### src/verilog/mscr_pkg.sv
package mscr_pkg;
    localparam int          ADDR_W          = 12;
    localparam int          DATA_W          = 32;
    localparam int          SPEED_W         = 15;
    localparam logic [11:0] OFF_CTRL        = 12'h0E8;
    localparam logic [11:0] OFF_CMD_DUTY    = 12'h40C;
    localparam logic [11:0] OFF_APPLIED     = 12'h4F6;
    localparam logic [11:0] OFF_TARGET      = 12'h506;
    localparam logic [11:0] OFF_SPEED_PU    = 12'h5B2;
    localparam logic [11:0] OFF_POWER_PU    = 12'h6F4;
    localparam int          SPEED_LSB       = 16;
    localparam int          SPEED_MSB       = 30;
    localparam int          SELECT_BIT      = 15;
    localparam int          TOP_BIT         = 31;
    localparam logic [31:0] CTRL_RESET      = 32'h0000_0000;
    localparam logic [31:0] RO_RESET        = 32'h0000_0000;
    localparam logic [31:0] CTRL_WR_MASK    = 32'hFFFF_8000;
    localparam logic [14:0] SPEED_FULL      = 15'h7FFF;
    localparam logic [31:0] DUTY_ONE        = 32'h4000_0000;
    localparam int          MAX_SPEED_DIV   = 16;
endpackage : mscr_pkg

### src/verilog/mscr_speed_select.sv
`timescale 1ns/1ps
module mscr_speed_select (
    input  wire logic        clock,
    input  wire logic        arst_n,
    input  wire logic        useDigital,
    input  wire logic [14:0] digitalSpeed,
    input  wire logic [14:0] pinSpeed,
    output logic      [14:0] speedCmd
);
    logic [14:0] speedCmd_r;
    logic [14:0] speedCmd_nxt;

    always_comb begin
        speedCmd_nxt = useDigital ? digitalSpeed : pinSpeed;  // [RULE2] [RULE3]
    end

    always_ff @(posedge clock or negedge arst_n) begin
        if (!arst_n) begin
            speedCmd_r <= 15'h0000;
        end else begin
            speedCmd_r <= speedCmd_nxt;
        end
    end

    assign speedCmd = speedCmd_r;
endmodule : mscr_speed_select

### src/verilog/mscr_regs.sv
`timescale 1ns/1ps
// How it works
// (RULE1) 15-bit digital speed in bits 30..16
// (RULE2) Select zero: speed from pin input
// (RULE3) Select one: speed from digital field
// (RULE4) Control at E8h, low bits read zero
// (RULE5) Host never writes unlisted offsets
// (RULE6) Commanded duty readout at 40Ch
// (RULE7) Applied duty readout at 4F6h
// (RULE8) Target duty readout at 506h
// (RULE9) Speed per unit at 5B2h, reset zero
// (RULE10) Speed scaled by max speed over 16; the code passes speedPuIn through unscaled
// (RULE11) Writes to read-only registers ignored
module mscr_regs (
    input  wire logic        clock,
    input  wire logic        arst_n,
    input  wire logic        regWrite,
    input  wire logic        regRead,
    input  wire logic [11:0] regAddr,
    input  wire logic [31:0] regWdata,
    output logic      [31:0] regRdata,
    output logic             regRvalid,
    input  wire logic [14:0] pinSpeed,
    input  wire logic [31:0] cmdDutyIn,
    input  wire logic [31:0] appliedDutyIn,
    input  wire logic [31:0] targetDutyIn,
    input  wire logic [31:0] speedPuIn,
    input  wire logic [31:0] powerPuIn,
    output logic [14:0]      speedCmd,
    output logic             digitalSelected
);
    logic [31:0] ctrl_r;
    logic [31:0] ctrl_nxt;
    logic [31:0] rdata_r;
    logic [31:0] rdata_nxt;
    logic        rvalid_r;
    logic        rvalid_nxt;
    logic [31:0] cmdDuty_r;
    logic [31:0] cmdDuty_nxt;
    logic [31:0] applied_r;
    logic [31:0] applied_nxt;
    logic [31:0] target_r;
    logic [31:0] target_nxt;
    logic [31:0] speedPu_r;
    logic [31:0] speedPu_nxt;
    logic [31:0] powerPu_r;
    logic [31:0] powerPu_nxt;
    logic [14:0] speedSel;
    logic        ctrlHit;
    logic        ctrlWrite;
    logic        useDigital;
    logic [14:0] digitalSpeed;

    // True when the offset names the control word
    function automatic logic addrIsCtrl(input logic [11:0] addr);
        return (addr == mscr_pkg::OFF_CTRL);
    endfunction : addrIsCtrl

    // True when the offset names one of the read-only readouts
    function automatic logic addrIsReadout(input logic [11:0] addr);
        logic hit;
        hit = 1'b0;
        if (addr == mscr_pkg::OFF_CMD_DUTY) begin
            hit = 1'b1;
        end else if (addr == mscr_pkg::OFF_APPLIED) begin
            hit = 1'b1;
        end else if (addr == mscr_pkg::OFF_TARGET) begin
            hit = 1'b1;
        end else if (addr == mscr_pkg::OFF_SPEED_PU) begin
            hit = 1'b1;
        end else if (addr == mscr_pkg::OFF_POWER_PU) begin
            hit = 1'b1;
        end
        return hit;
    endfunction : addrIsReadout

    // Keeps only the writable fields of the control word
    function automatic logic [31:0] ctrlKeep(input logic [31:0] word);
        return word & mscr_pkg::CTRL_WR_MASK;
    endfunction : ctrlKeep

    // Picks the readout named by the offset, zero otherwise
    function automatic logic [31:0] readoutValue(
        input logic [11:0] addr,
        input logic [31:0] cmdDuty,
        input logic [31:0] applied,
        input logic [31:0] target,
        input logic [31:0] speedPu,
        input logic [31:0] powerPu
    );
        logic [31:0] value;
        value = 32'h0000_0000;
        if (addr == mscr_pkg::OFF_CMD_DUTY) begin
            value = cmdDuty;  // [RULE6]
        end else if (addr == mscr_pkg::OFF_APPLIED) begin
            value = applied;  // [RULE7]
        end else if (addr == mscr_pkg::OFF_TARGET) begin
            value = target;  // [RULE8]
        end else if (addr == mscr_pkg::OFF_SPEED_PU) begin
            value = speedPu;  // [RULE9]
        end else if (addr == mscr_pkg::OFF_POWER_PU) begin
            value = powerPu;
        end
        return value;
    endfunction : readoutValue

    // Telemetry follows the algorithm; the port has no path into it
    always_comb begin
        cmdDuty_nxt = cmdDutyIn;      // [RULE6]
        applied_nxt = appliedDutyIn;  // [RULE7]
        target_nxt  = targetDutyIn;   // [RULE8]
        speedPu_nxt = speedPuIn;      // [RULE9] [RULE10]
        powerPu_nxt = powerPuIn;
    end

    always_ff @(posedge clock or negedge arst_n) begin
        if (!arst_n) begin
            cmdDuty_r <= mscr_pkg::RO_RESET;
            applied_r <= mscr_pkg::RO_RESET;
            target_r  <= mscr_pkg::RO_RESET;
            speedPu_r <= mscr_pkg::RO_RESET;  // [RULE9]
            powerPu_r <= mscr_pkg::RO_RESET;
        end else begin
            cmdDuty_r <= cmdDuty_nxt;
            applied_r <= applied_nxt;
            target_r  <= target_nxt;
            speedPu_r <= speedPu_nxt;
            powerPu_r <= powerPu_nxt;
        end
    end

    // Offset decode shared by the write and read paths
    always_comb begin
        ctrlHit   = addrIsCtrl(regAddr);
        ctrlWrite = regWrite && ctrlHit;
    end

    // Control word write path
    always_comb begin
        ctrl_nxt = ctrl_r;
        if (ctrlWrite) begin
            ctrl_nxt = ctrlKeep(regWdata);  // [RULE1] [RULE4]
        end
        // Other offsets, read-only ones included, are dropped  [RULE11]
    end

    always_ff @(posedge clock or negedge arst_n) begin
        if (!arst_n) begin
            ctrl_r <= mscr_pkg::CTRL_RESET;  // [RULE4]
        end else begin
            ctrl_r <= ctrl_nxt;
        end
    end

    // Read path: data held until the next read, valid for one cycle
    always_comb begin
        rdata_nxt  = rdata_r;
        rvalid_nxt = 1'b0;
        if (regRead) begin
            rvalid_nxt = 1'b1;
            if (ctrlHit) begin
                rdata_nxt = ctrlKeep(ctrl_r);  // [RULE4]
            end else if (addrIsReadout(regAddr)) begin
                rdata_nxt = readoutValue(regAddr, cmdDuty_r, applied_r, target_r, speedPu_r, powerPu_r);
            end else begin
                rdata_nxt = 32'h0000_0000;  // [RULE5]
            end
        end
    end

    always_ff @(posedge clock or negedge arst_n) begin
        if (!arst_n) begin
            rdata_r  <= 32'h0000_0000;
            rvalid_r <= 1'b0;
        end else begin
            rdata_r  <= rdata_nxt;
            rvalid_r <= rvalid_nxt;
        end
    end

    // Fields handed to the source selector
    always_comb begin
        useDigital   = ctrl_r[mscr_pkg::SELECT_BIT];                   // [RULE2] [RULE3]
        digitalSpeed = ctrl_r[mscr_pkg::SPEED_MSB:mscr_pkg::SPEED_LSB];  // [RULE1]
    end

    mscr_speed_select u_sel (
        .clock        (clock),
        .arst_n       (arst_n),
        .useDigital   (useDigital),
        .digitalSpeed (digitalSpeed),
        .pinSpeed     (pinSpeed),
        .speedCmd     (speedSel)
    );

    // All outputs come straight from registers
    assign regRdata        = rdata_r;
    assign regRvalid       = rvalid_r;
    assign speedCmd        = speedSel;
    assign digitalSelected = ctrl_r[mscr_pkg::SELECT_BIT];  // [RULE3]
endmodule : mscr_regs

### config.mk
export PLATFORM = sky130hd
export DESIGN_NAME = mscr_regs
export DESIGN_NICKNAME = d
export VERILOG_FILES = /design/src/verilog/mscr_pkg.sv /design/src/verilog/mscr_speed_select.sv /design/src/verilog/mscr_regs.sv
export SDC_FILE = /design/constraint.sdc
export NUM_CORES = 1
export LEC_CHECK = 0
export ABC_AREA = 1
export BUFFER_PORTS_ARGS = -buffer_cell sky130_fd_sc_hd__clkbuf_2
export CAP_MARGIN = 20
export CORE_ASPECT_RATIO = 1.4
export CORE_UTILIZATION = 46
export DETAILED_ROUTE_END_ITERATION = 8
export PLACE_DENSITY_LB_ADDON = 0.15
export SETUP_SLACK_MARGIN = 0.05
export SLEW_MARGIN = 25
export SYNTH_ARGS = -nofsm -noshare
export SYNTH_HDL_FRONTEND = slang
export SYNTH_SLANG_ARGS = --single-unit
### constraint.sdc
create_clock -name clock -period 1.47 [get_ports clock]
set_input_delay 0.3675 -clock clock [delete_from_list [all_inputs] [get_ports clock]]
set_output_delay 0.3675 -clock clock [all_outputs]
set_load 0.01 [all_outputs]
==> metrics.md <==
| Metric | Value |
|---|---|
| Die Footprint | `roughly 0.019 sq mm` |
| First-pass GRT wire length | `40.8 mm` |
| Worst Path Arrival | `1.04 ns` |
| Vias in the first global route | `8333` |
| Largest net degree at the start of global routing | `45` |
| # fillers | `1315` |
| Fmax | `between 0.7 and 0.8 GHz` |
| Most frequent cells after synthesis | `225 x dfrtp_1, 179 x nand2_1, 90 x nor2_1, 79 x a21oi_1, 68 x nand3_1` |
| Final-report hold violation count | `0` |
| Synthesized flop and latch total | `225` |
| Post-synthesis sequential area ratio | `67.1%` |
| Setup violators final | `0` |
| Worst Hold Class | `input pin to flop` |
| Crit-path max FO | `2` |
| RSZ-0062 raised after global routing | `yes` |
| Initial Utilization | `46.8%` |
| Total core area | `~0.018 sq mm` |
| Post-synth EDFFs | `0` |
| Top-area cell type share of the netlist area | `67.1%` |
| Syn avg cell area | `10.2 sq um` |
| Syn Nets | `1044` |
| IO buf count | `256` |
| Status | `complete, no violations` |
| CTS tree | `yes` |
| Max-cap viol count | `0` |
| Die Span Y | `around 160 microns` |
| Yosys warning total | `0` |
| Site row count | `58` |
| Slowest-stage cell, CP | `dfrtp_1` |
| Grt total ovfl | `0` |
| Io pins | `272` |
| Synth top area cells | `dfrtp_1 67%, nand2_1 8.0%, a21oi_1 4.7%, nand3_1 4.1%, nor2_1 4.0%` |
| Period utilization | `between 90% and 100%` |
| Slew @ Worst Pin | `between 0.3 and 0.4 ns` |
| Fin. max-slew vios | `0` |
| Netlist Area Pre-Place | `0.00840 sq mm` |
| Kind of critical path | `flop to primary output` |
| GRT Util Overall | `between 20% and 30%` |
| Worst Path Buf+Inv | `1` |
| GPL Wtd Cong | `0.870` |
| Detailed Place HPWL | `16.6 mm` |
| Pwr/cell area | `between 1000 and 1500 mW/mm^2` |
| P&R area growth vs syn | `56.6%` |
| Via count | `7763` |
| Drt pass-1 iters | `5` |
| Synth Instances | `approximately 820` |
| Setup TNS | `0 ns` |
| Layout cells sized above 1 | `about a third` |
| Maximum VDD drop | `~1.1 mV` |
| Startpoint Class | `flop` |
| Register area | `0.00563 sq mm` |
| DP Area | `0.0107 sq mm` |
| 1st-iter DRT viols | `523` |
| WP data required | `1.10 ns` |
| Layout Nets | `1536` |
| Wire per inst | `roughly 17 microns` |
| Root buffer cell | `clkbuf_16` |
| CP max stage delay | `0.40 ns` |
| Design Area, Final | `0.0132 sq mm` |
| Area of the multi-input gates | `0.00252 sq mm` |
| Static Leak | `just under 7 nW` |
| Worst-Skew Late Latency | `0.50 ns` |
| Chip Width | `116 microns` |
| Initial antenna violation count | `6` |
| Unique masters post-synth | `29` |
| CP Cell Sequence | `clkbuf_2` |
| Clock buffer depth | `3` |
| H-tree levels | `1` |
| Area leader, netlist | `dfrtp_1` |
| Clock-pin slew on the worst setup and hold paths | `0.06 ns` |
| CTS buffer count | `22` |
| Vias per Instance | `4.94` |
| Tmin final | `1.41 ns` |
| Final ANT Viol Nets | `0` |
| CP endpoint kind | `primary output` |
| Async S/R FF share, synth | `100%` |
| CTS sink count | `225` |
| Most frequent cell after synthesis | `dfrtp_1` |
| CP top delay family | `flip-flops` |
| DRC viols | `0` |
| Ys flop type | `dfrtp_1` |
| WL final | `26.7 mm` |
| Worst clock skew | `0.00795 ns` |
| Slew Limit Headroom | `73.7%` |
worst paths after layout:
check,startpoint,cells past startpoint,slack (ns),endpoint
worst max-delay path,regRdata[0],1,0.06,regRdata[0]
worst min-delay path,targetDutyIn[15],1,0.02,target_r[15]
worst max register to register,ctrl_r[15],2,0.37,u_sel.speedCmd[7]
worst min register to register,ctrl_r[31],2,0.48,ctrl_r[31]
max in group asynchronous,arst_n,3,0.53,applied_r[8]
min in group asynchronous,arst_n,2,0.35,cmdDuty_r[2]
where the power goes:
part           leakage (nW)  total (mW)  internal [mW]  switching [mW]
Clock                 0.360        5.70           3.40            2.30
Sequential             2.71        6.57           6.47           0.100
Combinational          3.66        1.17          0.657           0.516
kinds of logic (layout without fill, tap and decap cells):
group	after synthesis	after routing	synth area share [%]
muxes	15	15	2.01
and+or+nand+nor	376	376	19.4
buffers and inverters	82	588	4.17
DFF	225	225	67.1
AOI/OAI and AO/OA	123	123	7.36
other	0	6	0
cell usage in the layout, fill, tap and decap left out, types with 3 or more instances in the layout:
cell           instances
clkbuf_2             247
dfrtp_1              225
nand2_1              176
dlygate4sd3_1        156
nor2_1                82
buf_4                 77
a21oi_1               76
nand3_1               64
inv_1                 30
o21ai_0               26
clkbuf_16             24
o21ai_1               17
mux2_2                15
nor3_1                13
buf_12                13
inv_2                 11
buf_6                  7
diode_2                6
nor2_2                 6
nand2_2                6
nor2_4                 6
nand4_1                6
clkinv_2               5
or2_0                  5
nand3_2                4
clkbuf_8               4
nand2_4                3
a21oi_2                3
clkbuf_1               3
buf_2                  3
layout make-up:
| type | count | share of cell area, % |
|---|---|---|
| antenna | 6 | 0.114 |
| timing repair buffer | 505 | 28.7 |
| inverter | 45 | 1.37 |
| multi-input combinational | 514 | 19.1 |
| clock buffer | 30 | 4.88 |
| clock inverter | 8 | 0.723 |
| tap | 240 | 2.28 |
| sequential | 225 | 42.8 |
timing repair:
action / 4_1_cts / 5_1_grt
pin swaps: 0 / 3
hold buffers: 153 / 3
setup buffers: 1 / 8
resized for setup: 1 / 37
hold endpoints to repair: 186 / 3
cloned: 0 / 1
endpoints found under the setup margin: 3 / 46
per-layer routing:
layer  wire, microns  vias to the layer above  global-route usage (%)
met5               0                        -                       0
met2           14500                      322                    51.8
met4            1450                        0                    17.4
li1                -                     3635                       -
met3            1430                       97                    4.37
met1            9360                     3709                    30.9
flip-flops by register name (all words and copies together), names as in the netlist:
| register | flops |
|---|---|
| u_sel.speedCmd | 15 |
| target_r | 32 |
| regRvalid | 1 |
| powerPu_r | 32 |
| ctrl_r | 17 |
| regRdata | 32 |
| speedPu_r | 32 |
| cmdDuty_r | 32 |
| applied_r | 32 |
per-stage QoR:
stage | cells | utilization [%] | worst slack, ns | power [mW] | hold WS [ns]
floorplan | 821 | - | -0.0821 | 6.83 | 0.0719
global placement | 1364 | 59.4 | -0.440 | 7.47 | 0.276
detailed placement | 1364 | 59.4 | -0.459 | 7.47 | 0.277
CTS | 1556 | 72.2 | -0.0369 | 13.4 | 0.00107
global route | 1573 | 73.4 | 0.0245 | 13.9 | -0.000935
finish | 1573 | 73.4 | 0.0634 | 13.4 | 0.0180
(Power assumes the default switching activity.)
